<file path="src/include/adcr_consts.vh">
/*
 * Offsets, fields, reset values and frame sizes of the register bank.
 * Assumes inclusion by bare name.
 */
`ifndef ADCR_CONSTS_VH
`define ADCR_CONSTS_VH

// Register offsets (13-bit address space)
`define ADCR_OFS_PORT_SETUP     13'h0000
`define ADCR_OFS_PART_ID        13'h0001
`define ADCR_OFS_GRADE_ID       13'h0002
`define ADCR_OFS_POWER_STATE    13'h0008
`define ADCR_OFS_LOOP_ENABLE    13'h0009
`define ADCR_OFS_LOOP_CONTROL   13'h000a
`define ADCR_OFS_INPUT_BW       13'h000f
`define ADCR_OFS_OUTPUT_MODE    13'h0014
`define ADCR_OFS_OUTPUT_DRIVE   13'h0015
`define ADCR_OFS_OUT_CLK_CTRL   13'h0016
`define ADCR_OFS_REF_SELECT     13'h0018
`define ADCR_OFS_OUTPUT_RATE    13'h0101
`define ADCR_OFS_RANGE_CTRL     13'h0111

// Field positions
`define ADCR_BIT_ORDER_HI       6
`define ADCR_BIT_ORDER_LO       1
`define ADCR_BIT_RESTORE_HI     5
`define ADCR_BIT_RESTORE_LO     2
`define ADCR_PORT_FIXED_ONES    8'h18
`define ADCR_BIT_LOOP_ON        2
`define ADCR_BIT_LOCK           7
`define ADCR_BIT_AUTO_BAND      6
`define ADCR_BIT_LEVEL_SEL      7
`define ADCR_BIT_INTERLEAVE     5
`define ADCR_BIT_TRISTATE       4
`define ADCR_BIT_POL_FLIP       2
`define ADCR_BIT_CLK_INVERT     7
`define ADCR_BIT_EXT_REF        6
`define ADCR_BIT_FILT_RST_FLAG  7
`define ADCR_BIT_RANGE_MODE     6

// Writable masks per register
`define ADCR_MASK_POWER_STATE   8'h03
`define ADCR_MASK_LOOP_ENABLE   8'h04
`define ADCR_MASK_LOOP_CONTROL  8'h7f
`define ADCR_MASK_INPUT_BW      8'h60
`define ADCR_MASK_OUTPUT_MODE   8'hb7
`define ADCR_MASK_OUTPUT_DRIVE  8'h0f
`define ADCR_MASK_OUT_CLK_CTRL  8'h80
`define ADCR_MASK_REF_SELECT    8'h40
`define ADCR_MASK_OUTPUT_RATE   8'h3f
`define ADCR_MASK_RANGE_CTRL    8'hff

// Reset values
`define ADCR_RST_ZERO           8'h00
`define ADCR_RST_OUTPUT_DRIVE   8'h02

// Power states
`define ADCR_PWR_NORMAL         2'h0
`define ADCR_PWR_LOCAL_DOWN     2'h1
`define ADCR_PWR_STANDBY        2'h2
`define ADCR_PWR_SLEEP          2'h3

// Frame layout: 16-bit instruction, then 8-bit words
`define ADCR_INSTR_BITS         5'h10
`define ADCR_WORD_BITS          4'h8

`endif

</file>
<file path="src/adcr_link_sync.v">
/*
 * Two-flop synchroniser and edge finder for the serial pins.
 * Assumes pins asynchronous to the reference clock.
 */
`timescale 1ns/1ps
`default_nettype none

module adcr_link_sync (
    input  wire       clk_i,
    input  wire       nrst_i,
    input  wire       sclk_i,
    input  wire       sel_n_i,
    input  wire       sdi_i,
    output wire       sclk_rise_o,
    output wire       sclk_fall_o,
    output wire       sel_n_o,
    output wire       sdi_o
);

    reg [1:0] sclk_meta;
    reg [1:0] sel_meta;
    reg [1:0] sdi_meta;
    reg       sclk_last;

    ////////////////////////////////////////////////////////////////////////
    // Two flops per pin, then one more for edge finding
    always @(posedge clk_i) begin
        if (!nrst_i) begin
            sclk_meta <= 2'h0;
            sel_meta  <= 2'h3;
            sdi_meta  <= 2'h0;
            sclk_last <= 1'b0;
        end else begin
            sclk_meta <= {sclk_meta[0], sclk_i};
            sel_meta  <= {sel_meta[0], sel_n_i};
            sdi_meta  <= {sdi_meta[0], sdi_i};
            sclk_last <= sclk_meta[1];
        end
    end

    // Edge pulses from the second stage only
    assign sclk_rise_o = sclk_meta[1] & ~sclk_last;
    assign sclk_fall_o = ~sclk_meta[1] & sclk_last;
    assign sel_n_o     = sel_meta[1];
    assign sdi_o       = sdi_meta[1];

endmodule

`default_nettype wire

</file>
<file path="src/adcr_reg_bank.v">
/*
 * Configuration and status register bank reached over a three-wire
 * serial port, plus the output-path controls it steers.
 * Assumes REF_CLK_I at least 4x the serial clock, select active low.
 */
// Operation
// - Mirrored bits 6 and 1 set bit order; 1 means LSB first.
// - Restore bits 5/2 default all but 0x00, 0x09, 0x0A.
// - Two-bit power state: normal, local down, standby, sleep.
// - Loop control bit 6 enables auto band, default off.
// - Loop control bit 7 shows multiplier lock.
// - Output mode bit 5 interleaves both channels.
// - Output mode bit 4 tristates the data outputs.
// - Output mode bit 2 inverts the output data.
// - Reference bit 6 picks external reference.
// - Six-bit rate divisor, resets to zero.
// - Overrange bit 7 shows filter resets on the flag.
// - 16-bit instruction, then 8-bit words.
// - Threshold mode: flag high when the selected sample, before inversion, exceeds threshold.
// - MSB first after power-up.
`timescale 1ns/1ps
`default_nettype none
`include "adcr_consts.vh"

module adcr_reg_bank #(
    parameter [7:0] PART_ID  = 8'h5a,   // Arbitrary value
    parameter [1:0] GRADE_ID = 2'h1     // Arbitrary value
) (
    input  wire        REF_CLK_I,
    input  wire        NRST_I,
    input  wire        SCLK_I,
    input  wire        SELECT_N_I,
    input  wire        SDIO_I,
    output reg         SDIO_O,
    output reg         SDIO_OE_N_O,
    input  wire        LOCK_I,
    input  wire        FILTER_RESET_I,
    input  wire [15:0] CHAN_A_I,
    input  wire [15:0] CHAN_B_I,
    input  wire        SAMPLE_STB_I,
    output reg  [15:0] DATA_O,
    output wire [15:0] DATA_OE_N_O,
    output reg         RANGE_FLAG_O,
    output wire [1:0]  POWER_STATE_SELECT_O,
    output wire        MULTIPLIER_LOOP_ON_O,
    output wire        AUTO_BAND_SELECT_O,
    output wire [5:0]  MULTIPLIER_RATIO_O,
    output wire [1:0]  BANDWIDTH_SELECT_O,
    output wire        OUTPUT_LEVEL_SELECT_O,
    output wire [1:0]  DATA_FORMAT_O,
    output wire [1:0]  DRIVE_STRENGTH_HIGH_VOLT_O,
    output wire [1:0]  DRIVE_STRENGTH_LOW_VOLT_O,
    output wire        SAMPLE_CLOCK_OUT_INVERT_O,
    output wire        EXTERNAL_REF_SELECT_O,
    output wire [5:0]  OUTPUT_RATE_DIV_O
);

    // Frame states
    localparam [2:0] ST_INSTR = 3'h1;
    localparam [2:0] ST_WRITE = 3'h2;
    localparam [2:0] ST_READ  = 3'h4;

    wire       sclk_rise;
    wire       sclk_fall;
    wire       sel_n;
    wire       sdi;

    reg        bit_order_reverse;
    reg [7:0]  power_state;
    reg [7:0]  loop_enable;
    reg [7:0]  loop_control;
    reg [7:0]  input_bw;
    reg [7:0]  output_mode;
    reg [7:0]  output_drive;
    reg [7:0]  out_clk_ctrl;
    reg [7:0]  ref_select;
    reg [7:0]  output_rate;
    reg [7:0]  range_ctrl;

    reg [2:0]  state;
    reg [15:0] instr;
    reg [4:0]  bit_cnt;
    reg [7:0]  shift;
    reg [12:0] addr;
    reg        is_read;
    reg        chan_sel;
    reg [1:0]  lock_sync;
    reg [1:0]  filt_sync;
    reg        write_done;
    reg [12:0] last_addr;

    ////////////////////////////////////////////////////////////////////////
    // Link pin synchroniser
    adcr_link_sync u_sync (
        .clk_i       (REF_CLK_I),
        .nrst_i      (NRST_I),
        .sclk_i      (SCLK_I),
        .sel_n_i     (SELECT_N_I),
        .sdi_i       (SDIO_I),
        .sclk_rise_o (sclk_rise),
        .sclk_fall_o (sclk_fall),
        .sel_n_o     (sel_n),
        .sdi_o       (sdi)
    );

    // Read data multiplexer over the register map
    function [7:0] read_mux;
        input [12:0] a;
        begin
            case (a)
                `ADCR_OFS_PORT_SETUP:   read_mux = `ADCR_PORT_FIXED_ONES |
                    ({7'h00, bit_order_reverse} << `ADCR_BIT_ORDER_HI) |
                    ({7'h00, bit_order_reverse} << `ADCR_BIT_ORDER_LO);
                `ADCR_OFS_PART_ID:      read_mux = PART_ID;
                `ADCR_OFS_GRADE_ID:     read_mux = {2'h0, GRADE_ID, 4'h0};
                `ADCR_OFS_POWER_STATE:  read_mux = power_state;
                `ADCR_OFS_LOOP_ENABLE:  read_mux = loop_enable;
                `ADCR_OFS_LOOP_CONTROL: read_mux = loop_control |
                    ({7'h00, lock_sync[1]} << `ADCR_BIT_LOCK);
                `ADCR_OFS_INPUT_BW:     read_mux = input_bw;
                `ADCR_OFS_OUTPUT_MODE:  read_mux = output_mode;
                `ADCR_OFS_OUTPUT_DRIVE: read_mux = output_drive;
                `ADCR_OFS_OUT_CLK_CTRL: read_mux = out_clk_ctrl;
                `ADCR_OFS_REF_SELECT:   read_mux = ref_select;
                `ADCR_OFS_OUTPUT_RATE:  read_mux = output_rate;
                `ADCR_OFS_RANGE_CTRL:   read_mux = range_ctrl;
                default:                read_mux = 8'h00;
            endcase
        end
    endfunction

    // Next serial bit index, honouring bit order
    function [2:0] bit_pos;
        input [3:0] n;
        input       lsb_first;
        begin
            bit_pos = lsb_first ? n[2:0] : (3'h7 - n[2:0]);
        end
    endfunction

    ////////////////////////////////////////////////////////////////////////
    // Status inputs from other domains
    always @(posedge REF_CLK_I) begin
        if (!NRST_I) begin
            lock_sync <= 2'h0;
            filt_sync <= 2'h0;
        end else begin
            lock_sync <= {lock_sync[0], LOCK_I};
            filt_sync <= {filt_sync[0], FILTER_RESET_I};
        end
    end

    wire       restore = (last_addr == `ADCR_OFS_PORT_SETUP) &&
                         (shift[`ADCR_BIT_RESTORE_HI] | shift[`ADCR_BIT_RESTORE_LO]);
    wire [7:0] read_byte = read_mux(addr);

    ////////////////////////////////////////////////////////////////////////
    // Serial frame engine and register writes
    always @(posedge REF_CLK_I) begin
        if (!NRST_I) begin
            state             <= ST_INSTR;
            instr             <= 16'h0000;
            bit_cnt           <= 5'h00;
            shift             <= 8'h00;
            addr              <= 13'h0000;
            is_read           <= 1'b0;
            SDIO_O            <= 1'b0;
            SDIO_OE_N_O       <= 1'b1;
            bit_order_reverse <= 1'b0;
            power_state       <= `ADCR_RST_ZERO;
            loop_enable       <= `ADCR_RST_ZERO;
            loop_control      <= `ADCR_RST_ZERO;
            input_bw          <= `ADCR_RST_ZERO;
            output_mode       <= `ADCR_RST_ZERO;
            output_drive      <= `ADCR_RST_OUTPUT_DRIVE;
            out_clk_ctrl      <= `ADCR_RST_ZERO;
            ref_select        <= `ADCR_RST_ZERO;
            output_rate       <= `ADCR_RST_ZERO;
            range_ctrl        <= `ADCR_RST_ZERO;
        end else if (sel_n) begin
            // Idle between frames: release the data pin
            state       <= ST_INSTR;
            bit_cnt     <= 5'h00;
            SDIO_OE_N_O <= 1'b1;
        end else if (sclk_rise && state == ST_INSTR) begin
            instr   <= bit_order_reverse ? {sdi, instr[15:1]} : {instr[14:0], sdi};
            bit_cnt <= bit_cnt + 5'h01;
            if (bit_cnt == `ADCR_INSTR_BITS - 5'h01) begin
                bit_cnt <= 5'h00;
                if (bit_order_reverse) begin
                    is_read <= sdi;
                    addr    <= instr[13:1];
                end else begin
                    is_read <= instr[14];
                    addr    <= {instr[11:0], sdi};
                end
                state <= (bit_order_reverse ? sdi : instr[14]) ? ST_READ : ST_WRITE;
            end
        end else if (sclk_rise && state == ST_WRITE) begin
            shift[bit_pos(bit_cnt[3:0], bit_order_reverse)] <= sdi;
            bit_cnt <= bit_cnt + 5'h01;
            if (bit_cnt[3:0] == `ADCR_WORD_BITS - 4'h1) begin
                bit_cnt <= 5'h00;
                addr    <= bit_order_reverse ? addr + 13'h0001 : addr - 13'h0001;
            end
        end else if (sclk_fall && state == ST_READ) begin
            // Readback: drive on falling edge, advance per word
            SDIO_OE_N_O <= 1'b0;
            SDIO_O      <= read_byte[bit_pos(bit_cnt[3:0], bit_order_reverse)];
            bit_cnt     <= bit_cnt + 5'h01;
            if (bit_cnt[3:0] == `ADCR_WORD_BITS - 4'h1) begin
                bit_cnt <= 5'h00;
                addr    <= bit_order_reverse ? addr + 13'h0001 : addr - 13'h0001;
            end
        end
        // Commit a completed write word one cycle after its last bit
        if (NRST_I && !sel_n && state == ST_WRITE && write_done) begin
            if (restore) begin
                power_state  <= `ADCR_RST_ZERO;
                input_bw     <= `ADCR_RST_ZERO;
                output_mode  <= `ADCR_RST_ZERO;
                output_drive <= `ADCR_RST_OUTPUT_DRIVE;
                out_clk_ctrl <= `ADCR_RST_ZERO;
                ref_select   <= `ADCR_RST_ZERO;
                output_rate  <= `ADCR_RST_ZERO;
                range_ctrl   <= `ADCR_RST_ZERO;
            end
            case (last_addr)
                // either mirror bit sets the order
                `ADCR_OFS_PORT_SETUP:   bit_order_reverse <=
                    shift[`ADCR_BIT_ORDER_HI] | shift[`ADCR_BIT_ORDER_LO];
                `ADCR_OFS_POWER_STATE:  power_state  <= shift & `ADCR_MASK_POWER_STATE;
                `ADCR_OFS_LOOP_ENABLE:  loop_enable  <= shift & `ADCR_MASK_LOOP_ENABLE;
                // auto band and ratio writable, lock bit not
                `ADCR_OFS_LOOP_CONTROL: loop_control <= shift & `ADCR_MASK_LOOP_CONTROL;
                `ADCR_OFS_INPUT_BW:     input_bw     <= shift & `ADCR_MASK_INPUT_BW;
                `ADCR_OFS_OUTPUT_MODE:  output_mode  <= shift & `ADCR_MASK_OUTPUT_MODE;
                `ADCR_OFS_OUTPUT_DRIVE: output_drive <= shift & `ADCR_MASK_OUTPUT_DRIVE;
                `ADCR_OFS_OUT_CLK_CTRL: out_clk_ctrl <= shift & `ADCR_MASK_OUT_CLK_CTRL;
                `ADCR_OFS_REF_SELECT:   ref_select   <= shift & `ADCR_MASK_REF_SELECT;
                `ADCR_OFS_OUTPUT_RATE:  output_rate  <= shift & `ADCR_MASK_OUTPUT_RATE;
                `ADCR_OFS_RANGE_CTRL:   range_ctrl   <= shift & `ADCR_MASK_RANGE_CTRL;
                default:                ;
            endcase
        end
    end

    // Word-complete marker and the address it was written to
    always @(posedge REF_CLK_I) begin
        if (!NRST_I) begin
            write_done <= 1'b0;
            last_addr  <= 13'h0000;
        end else begin
            write_done <= !sel_n && sclk_rise && state == ST_WRITE &&
                          bit_cnt[3:0] == `ADCR_WORD_BITS - 4'h1;
            last_addr  <= addr;
        end
    end

    ////////////////////////////////////////////////////////////////////////
    // Output data path: interleave, inversion, tristate
    wire [15:0] sample = (output_mode[`ADCR_BIT_INTERLEAVE] && chan_sel) ? CHAN_B_I : CHAN_A_I;
    wire [5:0]  thresh = range_ctrl[5:0];

    always @(posedge REF_CLK_I) begin
        if (!NRST_I) begin
            DATA_O       <= 16'h0000;
            chan_sel     <= 1'b0;
            RANGE_FLAG_O <= 1'b0;
        end else begin
            if (SAMPLE_STB_I) begin
                chan_sel <= output_mode[`ADCR_BIT_INTERLEAVE] ? ~chan_sel : 1'b0;
                DATA_O   <= output_mode[`ADCR_BIT_POL_FLIP] ? ~sample : sample;
                // threshold compare on the 16-bit selected sample, before inversion
                RANGE_FLAG_O <= (sample > {thresh, 10'h000}) ||
                    (range_ctrl[`ADCR_BIT_FILT_RST_FLAG] & filt_sync[1]);
            end
        end
    end

    assign DATA_OE_N_O = {16{output_mode[`ADCR_BIT_TRISTATE]}};

    ////////////////////////////////////////////////////////////////////////
    // Control fields to the rest of the converter
    assign POWER_STATE_SELECT_O       = power_state[1:0];
    assign MULTIPLIER_LOOP_ON_O       = loop_enable[`ADCR_BIT_LOOP_ON];
    assign AUTO_BAND_SELECT_O         = loop_control[`ADCR_BIT_AUTO_BAND];
    assign MULTIPLIER_RATIO_O         = loop_control[5:0];
    assign BANDWIDTH_SELECT_O         = input_bw[6:5];
    assign OUTPUT_LEVEL_SELECT_O      = output_mode[`ADCR_BIT_LEVEL_SEL];
    assign DATA_FORMAT_O              = output_mode[1:0];
    assign DRIVE_STRENGTH_HIGH_VOLT_O = output_drive[3:2];
    assign DRIVE_STRENGTH_LOW_VOLT_O  = output_drive[1:0];
    assign SAMPLE_CLOCK_OUT_INVERT_O  = out_clk_ctrl[`ADCR_BIT_CLK_INVERT];
    assign EXTERNAL_REF_SELECT_O      = ref_select[`ADCR_BIT_EXT_REF];
    assign OUTPUT_RATE_DIV_O          = output_rate[5:0];

endmodule

`default_nettype wire

</file>
<file path="config.mk">
export PLATFORM = sky130hd
export DESIGN_NAME = adcr_reg_bank
export DESIGN_NICKNAME = d
export VERILOG_FILES = /design/src/adcr_link_sync.v /design/src/adcr_reg_bank.v
export VERILOG_INCLUDE_DIRS = /design/src /design/src/include
export SDC_FILE = /design/constraint.sdc
export NUM_CORES = 1
export LEC_CHECK = 0
export ABC_AREA = 1
export BUFFER_PORTS_ARGS = -buffer_cell sky130_fd_sc_hd__buf_2
export CORE_UTILIZATION = 40
export CTS_CLUSTER_DIAMETER = 40
export DETAILED_ROUTE_END_ITERATION = 6
export HOLD_SLACK_MARGIN = 0.1
export PLACE_DENSITY = 0.57
export SLEW_MARGIN = 20
export SYNTH_ARGS = -nofsm -noshare
export SYNTH_HDL_FRONTEND = slang
export SYNTH_HIERARCHICAL = 1
export SYNTH_SLANG_ARGS = --single-unit
</file>
<file path="constraint.sdc">
create_clock -name REF_CLK_I -period 2.2 [get_ports REF_CLK_I]
set_input_delay 0.44 -clock REF_CLK_I [delete_from_list [all_inputs] [get_ports REF_CLK_I]]
set_output_delay 0.44 -clock REF_CLK_I [all_outputs]
set_load 0.05 [all_outputs]
</file>
# Word-level counts from Yosys, hierarchy flattened
# Index checks and enable logic that the tools add are counted.
[totals]
regBits = 171
latch_bits = 0
ram_bits = 0
mem_bits_ro = 0
inputBits = 40
word_cells = 169
memories = 0
[classes]
add_sub_neg = 4
multipliers = 0
div_mod_pow = 0
magnitude_cmp = 3
n_eq_ne = 28
n_shift = 0
n_mux = 66
bitwise = 15
reduce_logical = 24
[ops]
columns = ["cell", "count"]
rows = [
  ["2-to-1 mux 8 bit", 38],
  ["== test 13 x 4 -> 1 bit, second input constant", 8],
  ["== test 13 x 5 -> 1 bit, second input constant", 8],
  ["case mux 8 bit (13 select lines)", 1],
  ["2-to-1 mux 13 bit", 7],
  ["== test 13 x 9 -> 1 bit, second input constant", 4],
  ["2-to-1 mux 16 bit", 3],
  ["zero test 13 bit", 2],
  ["2-to-1 mux 5 bit", 5],
  ["> comparator 16 bit", 1],
  ["inverter 16 bit", 1],
  ["adder 13 x 1 -> 13 bit, second input constant", 1],
  ["== test 13 x 1 -> 1 bit, second input constant", 1],
  ["== test 13 x 2 -> 1 bit, second input constant", 1],
  ["subtractor 13 x 1 -> 13 bit, second input constant", 1],
  ["logical AND 1 bit", 12],
  ["AND reduction 3 bit", 3],
  ["bitwise mux 8 bit", 1],
  ["bitwise OR 8 bit", 1],
  ["2-to-1 mux 1 bit", 7],
  ["inverter 1 bit", 7],
  ["bitwise OR 7 x 2 -> 7 bit", 1],
  ["2-to-1 mux 3 bit", 2],
  ["adder 5 x 1 -> 5 bit, second input constant", 1],
  ["19 further kinds", 23],
]

# Logic depth before layout (Yosys ltp)
# Gate-level depths: netlist (run 1).
[depth]
ltp_word = 7
mapped_depth = 15
ltp_nobuf = 14

# Hierarchy
# Netlist (run 1), hierarchy kept.
[modules_own_cells]
columns = ["mod", "n_inst", "cells_per_inst", "area_each_um2"]
rows = [
  ["adcr_reg_bank", 1, 1138, 8174.1],
  ["adcr_link_sync", 1, 25, 207.7],
]

# Least setup slack after synthesis (run 1)
# OpenSTA, ideal clock, no wires.
[synth_path]
path_kind = "register -> register"
start = "register output_mode[5]"
end = "register RANGE_FLAG_O"
setup_ps = 120
arrival_time_ps = 2105
required_time_ps = 2080
slack_ps = -26
stages_incl_launch_ff = 11
path_buffers = 1
synth_period_minus_slack_ps = 2226
path_cell_list = "dfxtp_1 nand2_1 buf_2 mux2_2 ha_1 nand2_1 nor2_1 a221oi_1 o221ai_1 nand2_1 a21oi_1"
[synth_via]
elab_chain_cells = 4
[synth_lines]
columns = ["item", "line_no", "source"]
rows = [
  ["start, declared", "adcr_reg_bank.v:73", "reg [7:0] output_mode;"],
  ["start signal, assigned", "adcr_reg_bank.v:174", "output_mode <= `ADCR_RST_ZERO;"],
  ["start signal, assigned", "adcr_reg_bank.v:221", "output_mode <= `ADCR_RST_ZERO;"],
  ["start signal, assigned", "adcr_reg_bank.v:237", "`ADCR_OFS_OUTPUT_MODE: output_mode <= shift & `ADCR_MASK_OUTPUT_MODE;"],
  ["logical AND 1 bit", "adcr_reg_bank.v:262", "wire [15:0] sample = (output_mode[`ADCR_BIT_INTERLEAVE] && chan_sel) ? CHAN_B_I : CHAN_A_I;"],
  ["2-to-1 mux 16 bit", "adcr_reg_bank.v:262", ""],
  ["> comparator 16 bit", "adcr_reg_bank.v:275", "RANGE_FLAG_O <= (sample > {thresh, 10'h000}) ||"],
  ["logical OR 1 bit", "adcr_reg_bank.v:275", ""],
  ["end signal, assigned", "adcr_reg_bank.v:275", ""],
  ["end, declared", "adcr_reg_bank.v:43", "output reg RANGE_FLAG_O,"],
]
# No other way between the ends.
# A chain may end at the register's enable or synchronous reset.

# Worst setup path in the final report (run 1)
# Ends and elaborated chain as after synthesis.

==> results of run 1 <==
==> layer usage <==
layer	part of all wire	up-vias
met5	0	-
met4	0.019	0
met3	0.050	34
li1	-	3948
met1	0.48	3661
met2	0.45	200
==> power groups by stage <==
stage	Sequential, mW	Clock (mW)	Combinational [mW]
final	3.15	2.86	0.351
after detailed placement	3.22	0	0.351
after global routing	3.15	3.02	0.384
after global placement	3.22	0	0.350
after CTS	3.15	2.92	0.352
after floorplan	3.30	0	0.148
==> timing repair <==
item                                    4_1_cts  5_1_grt
endpoints found under the setup margin        0       22
gates resized for setup                       0       14
hold buffers                                  0        0
buffers inserted                              0        0
endpoints found under the hold margin         0        0
==> layout by cell type, fill, tap and decap left out, types with 3 or more instances in the layout <==
cell / n
buf_12: 3
a31oi_1: 3
dfxtp_1: 168
nand2_1: 170
xor2_1: 26
a221oi_1: 7
buf_4: 48
o22ai_1: 17
clkinvlp_4: 4
inv_1: 177
inv_2: 5
a311oi_1: 5
mux2i_1: 10
buf_2: 101
nor2_1: 164
mux2_2: 6
nor4_1: 5
o21ai_1: 5
o21ai_0: 79
dfxtp_2: 3
o32ai_1: 6
o211ai_1: 4
a211oi_1: 15
clkbuf_16: 17
ha_1: 13
nand4_1: 14
inv_6: 3
clkinv_4: 3
nor3_1: 9
nor2_2: 9
nand2_2: 3
nand3_1: 114
a21oi_1: 29
==> logic make-up after synthesis <==
| group | count (synthesis) | share of synthesized area |
|---|---|---|
| and+or+nand+nor | 501 | 0.260 |
| buffers and inverters | 256 | 0.134 |
| muxes | 16 | 0.0200 |
| AOI/OAI and AO/OA | 178 | 0.129 |
| DFF | 171 | 0.408 |
| xor gates and xnor gates | 27 | 0.0282 |
| adders and majority gates | 14 | 0.0209 |
==> worst paths after layout <==
| path | to | slack [ps] | cells after the start |
|---|---|---|---|
| min reg2reg | u_sync/sel_meta[1] | 410 | 2 |
| min | u_sync/sel_meta[0] | 170 | 3 |
| max reg2reg | RANGE_FLAG_O | 190 | 9 |
| max | RANGE_FLAG_O | 190 | 9 |
==> state kept, by name (all words and copies together), names as in the netlist, 13 cells and up <==
signal and count:
instr 16, DATA_O 16, last_addr 13, addr 13
==> cells in the mapped netlist, types with 2 or more instances <==
| library cell | count | area share |
|---|---|---|
| a311oi_1 | 5 | 0.0052 |
| buf_1 | 6 | 0.0027 |
| nor3_2 | 2 | 0.0024 |
| buf_4 | 39 | 0.035 |
| a32oi_1 | 2 | 0.0021 |
| nor4_1 | 6 | 0.0045 |
| a221oi_1 | 7 | 0.0073 |
| o32ai_2 | 2 | 0.0039 |
| buf_2 | 12 | 0.0072 |
| o21ai_1 | 5 | 0.0030 |
| or2_2 | 2 | 0.0015 |
| o21ai_0 | 79 | 0.047 |
| dfxtp_1 | 171 | 0.41 |
| nand2_1 | 172 | 0.077 |
| nand3_1 | 115 | 0.069 |
| nor3_1 | 9 | 0.0054 |
| clkbuf_1 | 15 | 0.0067 |
| o32ai_1 | 6 | 0.0063 |
| mux2_2 | 6 | 0.0081 |
| a21oi_1 | 29 | 0.017 |
| xor2_1 | 26 | 0.027 |
| nand4_1 | 14 | 0.010 |
| mux2i_1 | 10 | 0.012 |
| o211ai_1 | 4 | 0.0036 |
| inv_2 | 6 | 0.0027 |
| a211oi_1 | 15 | 0.013 |
| nor2_2 | 4 | 0.0030 |
| ha_1 | 14 | 0.021 |
| o22ai_1 | 17 | 0.013 |
| inv_1 | 177 | 0.079 |
| a31oi_1 | 3 | 0.0022 |
| nor2_1 | 169 | 0.076 |
==> per-stage QoR <==
step / worst slack [ps] / hold slack, ps / area, um2 / instances / utilization
detailed placement: 132 / 387 / 9230 / 1514 / 0.453
global route: 13.3 / 168 / 9830 / 1547 / 0.482
global placement: 170 / 385 / 9230 / 1514 / 0.453
CTS: 109 / 159 / 9780 / 1546 / 0.480
floorplan: 81.1 / 380 / 8380 / 1163 / -
finish: 186 / 168 / 9830 / 1547 / 0.482
==> final cells by class <==
class                   instances  area [um2]  share of cell area
multi-input cells             737        3880               0.395
well taps                     270         338              0.0344
flip-flops and latches        171        3430               0.349
clock buffers                  19         443              0.0451
inverters                     184         692              0.0704
repair buffers                153         937              0.0954
clock inverters                13         110              0.0112
==> critical path, delay by kind of cell (launching register included) <==
family / cells / cell delay, ps
compound gates: 3 / 460
fa+ha+maj: 1 / 300
flops: 1 / 330
simple gates: 4 / 420
mux: 1 / 390
==> flow_metrics.env, run 1 <==
export IMPL_status="completed"
export IMPL_grt_first_pass_wirelength_um=39400
export IMPL_cts_htree_levels=4
export IMPL_n_antenna_cell=0
export IMPL_syn_area_um2=8380
export IMPL_grt_pass1_vias=7176
export IMPL_ioPinCount=102
export IMPL_numCtsBuffers=17
export IMPL_synth_edf_count=0
export IMPL_avgSynthCellArea_um2=7.21
export IMPL_route_detailed_drc=0
export IMPL_syn_nets=1217
export IMPL_ys_ff_latch=171
export IMPL_combPwrFrac=0.055
export IMPL_wire_per_inst_um=16.2
export IMPL_die_h_um=147
export IMPL_wl_um=25000
export IMPL_cts_tree="built"
export IMPL_slowest_delay_ps=390
export IMPL_cp_data_arrival_time_ps=2340
export IMPL_postRouteAntennaNets=0
export IMPL_hold_path_class="in2reg"
export IMPL_finClkSkew_ps=11.4
export IMPL_drtPass1Iterations=7
export IMPL_async_reset_ff_frac=0
export IMPL_p_sw_mw=1.62
export IMPL_synthDistinctLibCells=46
export IMPL_drt_iter0_markers=608
export IMPL_vias=7843
export IMPL_tightestPinTransition_ps=559
export IMPL_globalRouteOverflowTotal=0
export IMPL_relSlewSlack=0.627
export IMPL_io_buffers=101
export IMPL_clock_path_buffers=2
export IMPL_end_kind="register"
export IMPL_grt_use_met2=0.368
export IMPL_period_share=0.915
export IMPL_postSynthCellCount=1163
export IMPL_via_per_inst=5.07
export IMPL_dp_hpwl_um=19100
export IMPL_grtUsageMet3=0.0422
export IMPL_design_die_area_um2=21500
export IMPL_hold_path_startpoint="SELECT_N_I"
export IMPL_crit_chain="nand2_2 -> mux2_2 -> ha_1 -> nand2_1 -> nor2_1 -> a221oi_1 -> o221ai_1 -> nand2_1 -> a21oi_1"
export IMPL_initial_core_util=0.412
export IMPL_critPathKind="reg2reg"
export IMPL_p_sw_frac=0.255
export IMPL_root_buffer="clkbuf_16"
export IMPL_worst_endpoint_required_ps=2520
export IMPL_grt_max_degree=64
export IMPL_final_setup_tns_ps=0
export IMPL_layout_min_cycle_time_ps=2010
export IMPL_grt_busiest_layer="met2"
export IMPL_die_w_um=147
export IMPL_clkTransAtPathRegs_ps=70
export IMPL_path_common_cell="nand2_1"
export IMPL_power_density_nw_per_um2=647
export IMPL_met1_usage=0.332
export IMPL_internal_power_mw=4.74
export IMPL_rsz0062_at_grt="false"
export IMPL_synthFlopType="dfxtp_1"
export IMPL_fill_cells=2135
export IMPL_clock_latency_ps=440
export IMPL_p_leak_nw=4.47
export IMPL_cts_sinks=171
export IMPL_drive_above_1_share=0.179
export IMPL_critPathMaxFanout=6
export IMPL_syn_to_final_growth_pct=17.2
export IMPL_antenna_found_initial=0
export IMPL_pwr_share_seq=0.495
export IMPL_gp_congestion=0.973
export IMPL_yosys_warnings=6
export IMPL_maxSlewViolCount=0
export IMPL_rows=52
export IMPL_reg2reg_from="output_mode[5]"
export IMPL_start_kind="register"
export IMPL_fin_nets=1318
export IMPL_grt_total_usage=0.238
export IMPL_clkPwrFrac=0.450
export IMPL_slowest_stage="mux2_2"
export IMPL_finalPower_mw=6.36
export IMPL_yosysSeqAreaShare=0.408
export IMPL_irDropWorstVdd_mv=0.472
export IMPL_cp_startpoint="output_mode[5]"
export IMPL_drv_cap=0
export IMPL_coreArea_um2=20400
export IMPL_hold_violations=0
export IMPL_clock_fmax_mhz=497
export IMPL_setup_viol=0
Power figures use the tool's default switching activity.
==> inputs of run 2 (changes only) <==
Settings changed: CAP_MARGIN from default to 5, CORE_UTILIZATION 40 to 53, PLACE_DENSITY 0.57 to 0.73.
==> flow_metrics.env, run 2 (synthesis gave the netlist of run 1 again) <==
export IMPL_cts_sinks=171
export IMPL_ioPinCount=102
export IMPL_reg_top3="DATA_O (16), instr (16)"
export IMPL_postCtsSetupBuffers=0
export IMPL_layout_min_cycle_time_ps=2100
export IMPL_root_buffer="clkbuf_16"
export IMPL_dp_slack_ps=125
export IMPL_grt_pass1_vias=7004
export IMPL_slowest_stage="nor4_1"
export IMPL_fill_cells=1396
export IMPL_crit_chain="nor2_1 -> inv_1 -> nor3_2 -> buf_4 -> inv_1 -> nor4_1 -> nand2_1 -> nand2_1 -> nand2_1 -> nand2_1 -> o22ai_1"
export IMPL_wl_um=23300
export IMPL_cts_tree="built"
export IMPL_final_common_cell="inv_1"
export IMPL_cp_num_buf_inv=3
export IMPL_cts_htree_levels=4
export IMPL_syn_to_final_growth_pct=16.0
export IMPL_mostFrequentLayoutCells="inv_1 (177), dfxtp_1 (171), nand2_1 (171)"
export IMPL_postRouteAntennaNets=0
export IMPL_clkTransAtPathRegs_ps=70
export IMPL_design_die_area_um2=16300
export IMPL_gp_congestion=0.991
export IMPL_start_kind="register"
export IMPL_critPathKind="reg2reg"
export IMPL_via_per_inst=5.32
export IMPL_final_setup_tns_ps=0
export IMPL_setup_viol=0
export IMPL_clock_path_buffers=2
export IMPL_hold_violations=0
export IMPL_coreArea_um2=15300
export IMPL_worst_endpoint_required_ps=2510
export IMPL_tightestPinTransition_ps=699
export IMPL_finClkSkew_ps=7.64
export IMPL_path_common_cell="nand2_1"
export IMPL_grt_first_pass_wirelength_um=36900
export IMPL_grt_max_degree=64
export IMPL_period_share=0.953
export IMPL_n_antenna_cell=0
export IMPL_grt_total_usage=0.294
export IMPL_die_h_um=128
export IMPL_critPathMaxFanout=7
export IMPL_relSlewSlack=0.534
export IMPL_multi_input_area_um2=3860
export IMPL_status="completed"
export IMPL_drt_iter0_markers=707
export IMPL_slowest_delay_ps=330
export IMPL_power_density_nw_per_um2=671
export IMPL_fin_nets=1312
export IMPL_hold_path_class="in2reg"
export IMPL_p_leak_nw=4.48
export IMPL_cp_data_arrival_time_ps=2410
export IMPL_die_w_um=128
export IMPL_clock_fmax_mhz=477
export IMPL_dp_hpwl_um=17100
export IMPL_rsz0062_at_grt="true"
export IMPL_critPathTopFamily="simple AND/OR/NAND/NOR gates"
export IMPL_vias=7880
export IMPL_drtPass1Iterations=7
export IMPL_irDropWorstVdd_mv=0.576
export IMPL_drive_above_1_share=0.170
export IMPL_initial_core_util=0.547
export IMPL_maxSlewViolCount=0
export IMPL_io_buffers=101
export IMPL_antenna_found_initial=0
export IMPL_seq_area_um2=3420
export IMPL_globalRouteOverflowTotal=0
export IMPL_route_detailed_drc=0
export IMPL_worst_slack_ps=104
export IMPL_numCtsBuffers=17
export IMPL_end_kind="register"
export IMPL_rows=45
export IMPL_drv_cap=0
export IMPL_wire_per_inst_um=15.7
export IMPL_clock_latency_ps=430
==> run 2: final timing paths <==
kind	from	to	slack [ps]	depth (start not counted)
setup / recovery	last_addr[11]	power_state[1]	100	11
hold / removal	SELECT_N_I	u_sync/sel_meta[0]	170	3
setup reg to reg	last_addr[11]	power_state[1]	100	11
hold reg to reg	u_sync/sclk_meta[0]	u_sync/sclk_meta[1]	410	2
==> run 2: worst register-to-register path, stage by stage, from the launching register on <==
cell	delay (ps)
dfxtp_1	300
nor2_1	120
inv_1	60
nor3_2	160
buf_4	170
inv_1	60
nor4_1	330
nand2_1	240
nand2_1	120
nand2_1	70
nand2_1	240
o22ai_1	110
==> run 2: final cells by class <==
class,instances,share of cell area
Tap cell,211,0.0272
Timing Repair Buffer,148,0.0912
Clock buffer,20,0.0470
Clock inverter,12,0.0144
Sequential cell,171,0.352
Multi-Input combinational cell,736,0.397
Inverter,184,0.0710
==> run 2: timing repair <==
action / in CTS / in global routing
hold buffers: 0 / 0
endpoints found under the hold margin: 0 / 0
gates resized for setup: 0 / 7
endpoints found under the setup margin: 0 / 8
==> run 2: metrics by stage <==
step / power, mW / area [um2] / instances / util / hold slack [ps]
2_1_floorplan: 3.44 / 8380 / 1163 / - / 380
3_3_place_gp: 3.56 / 9100 / 1450 / 0.594 / 385
3_5_place_dp: 3.56 / 9100 / 1450 / 0.594 / 396
4_1_cts: 6.55 / 9700 / 1482 / 0.633 / 160
5_1_grt: 6.71 / 9720 / 1482 / 0.635 / 184
6_report: 6.52 / 9720 / 1482 / 0.635 / 171
==> run 2: routing by layer <==
layer  vias up  share of wire  track usage  wire, um
met2       317           0.45        0.458     10600
met5         -              0            0         0
met1      3586           0.45        0.404     10500
met3        41          0.072       0.0543      1670
li1       3936              -            -         -
met4         0          0.026        0.113       610
==> run 2: report_power, final <==
part           switching (mW)  internal [mW]  leakage, nW
clock network            1.29           1.74        0.283
logic                   0.240          0.107         2.81
registers              0.0174           3.13         1.38
total                    1.54           4.98         4.48
==> inputs of run 3 (changes only) <==
Settings changed: BUFFER_PORTS_ARGS -buffer_cell sky130_fd_sc_hd__buf_2 to -buffer_cell sky130_fd_sc_hd__clkbuf_2.
==> flow_metrics.env, run 3 (synthesis gave the netlist of run 1 again) <==
export IMPL_status="completed"
export IMPL_wire_per_inst_um=15.5
export IMPL_end_kind="register"
export IMPL_critPathMaxFanout=9
export IMPL_relSlewSlack=0.521
export IMPL_post_route_util=0.636
export IMPL_ioPinCount=102
export IMPL_period_share=0.948
export IMPL_reg_top3="DATA_O (16), instr (16)"
export IMPL_hold_path_startpoint="SELECT_N_I"
export IMPL_start_kind="register"
export IMPL_drtPass1Iterations=5
export IMPL_drt_iter0_markers=831
export IMPL_coreArea_um2=15300
export IMPL_io_buffers=101
export IMPL_cp_data_arrival_time_ps=2400
export IMPL_finalNonFillerCells=1482
export IMPL_rsz0062_at_grt="false"
export IMPL_root_buffer="clkbuf_16"
export IMPL_dp_hpwl_um=16900
export IMPL_postRouteAntennaNets=0
export IMPL_route_detailed_drc=0
export IMPL_final_common_cell="inv_1"
export IMPL_finalPower_mw=6.57
export IMPL_grt_pass1_vias=6855
export IMPL_die_w_um=128
export IMPL_clock_fmax_mhz=480
export IMPL_vias=7912
export IMPL_hold_violations=0
export IMPL_via_per_inst=5.34
export IMPL_fin_hold_ws_ps=179
export IMPL_grt_total_usage=0.283
export IMPL_layout_min_cycle_time_ps=2090
export IMPL_cts_sinks=171
export IMPL_worst_slack_ps=115
export IMPL_clock_latency_ps=430
export IMPL_wl_um=23000
export IMPL_numCtsBuffers=17
export IMPL_p_leak_nw=4.43
export IMPL_setup_viol=0
export IMPL_cts_htree_levels=4
export IMPL_worst_endpoint_required_ps=2520
export IMPL_final_setup_tns_ps=0
export IMPL_cts_hold_buf=0
export IMPL_mostFrequentLayoutCells="inv_1 (177), nand2_1 (170), dfxtp_1 (169)"
export IMPL_grt_first_pass_wirelength_um=35700
export IMPL_antenna_found_initial=0
export IMPL_placed_cell_area_um2=9070
export IMPL_dp_slack_ps=125
export IMPL_drv_cap=0
export IMPL_die_h_um=128
export IMPL_finClkSkew_ps=12.3
export IMPL_syn_to_final_growth_pct=16.2
export IMPL_critPathKind="reg2reg"
export IMPL_fin_nets=1312
export IMPL_grt_max_degree=64
export IMPL_dp_cells=1447
export IMPL_drive_above_1_share=0.173
export IMPL_cts_tree="built"
export IMPL_power_density_nw_per_um2=675
export IMPL_design_die_area_um2=16300
export IMPL_rows=45
export IMPL_irDropWorstVdd_mv=0.607
export IMPL_cp_startpoint="output_mode[5]"
export IMPL_clkTransAtPathRegs_ps=60
export IMPL_clock_path_buffers=2
export IMPL_tightestPinTransition_ps=719
export IMPL_reg2reg_from="output_mode[5]"
export IMPL_n_antenna_cell=0
export IMPL_maxSlewViolCount=0
export IMPL_hold_path_class="in2reg"
export IMPL_gp_congestion=0.968
export IMPL_final_cell_area_um2=9740
export IMPL_globalRouteOverflowTotal=0
export IMPL_initial_core_util=0.547
## run 3: cell types whose count changed in the layout (fill, tap and decap cells not counted), sizes merged
cell | previous run | this run
buf | 148 | 47
clkbuf | 20 | 119
clkinv | 6 | 8
bufinv | 2 | 3
clkinvlp | 3 | 2
## run 3: layout make-up
type,instances,area (um2)
clock buffer,18,439
clock inverter,14,169
fill,1368,5580
inverter,184,691
multi-input combinational,736,3870
sequential,171,3430
tap,211,264
timing repair buffer,148,878
## run 3: what timing repair did
item	in CTS	in global routing
gates resized for setup	0	14
setup buffers	0	3
hold endpoints to repair	0	0
endpoints found under the setup margin	0	5
## run 3: worst paths after layout
path,to,slack [ps],depth (start not counted)
worst min-delay path,u_sync/sel_meta[0],180,3
worst min register to register,u_sync/sdi_meta[1],410,2
worst max-delay path,RANGE_FLAG_O,110,9
worst max register to register,RANGE_FLAG_O,110,9
## run 3: where the power goes
part	leakage, nW	internal, mW	switching [mW]
Combinational	2.75	0.104	0.238
Sequential	1.38	3.13	0.0176
Clock	0.296	1.82	1.26
## run 3: critical path, stage by stage, from the launching register on
cell      delay [ps]
dfxtp_1          350
nand2_2          210
mux2_2           380
ha_1             290
nand2_1           90
nor2_1            70
a221oi_1         250
o221ai_1         160
nand2_1          110
a21oi_1           60
## run 3: routing by layer
| layer | vias to the layer above | wire length (um) | track usage |
|---|---|---|---|
| li1 | 3940 | - | - |
| met1 | 3589 | 10100 | 0.386 |
| met2 | 331 | 10300 | 0.436 |
| met3 | 52 | 1800 | 0.0655 |
| met4 | 0 | 741 | 0.107 |
| met5 | - | 0 | 0 |
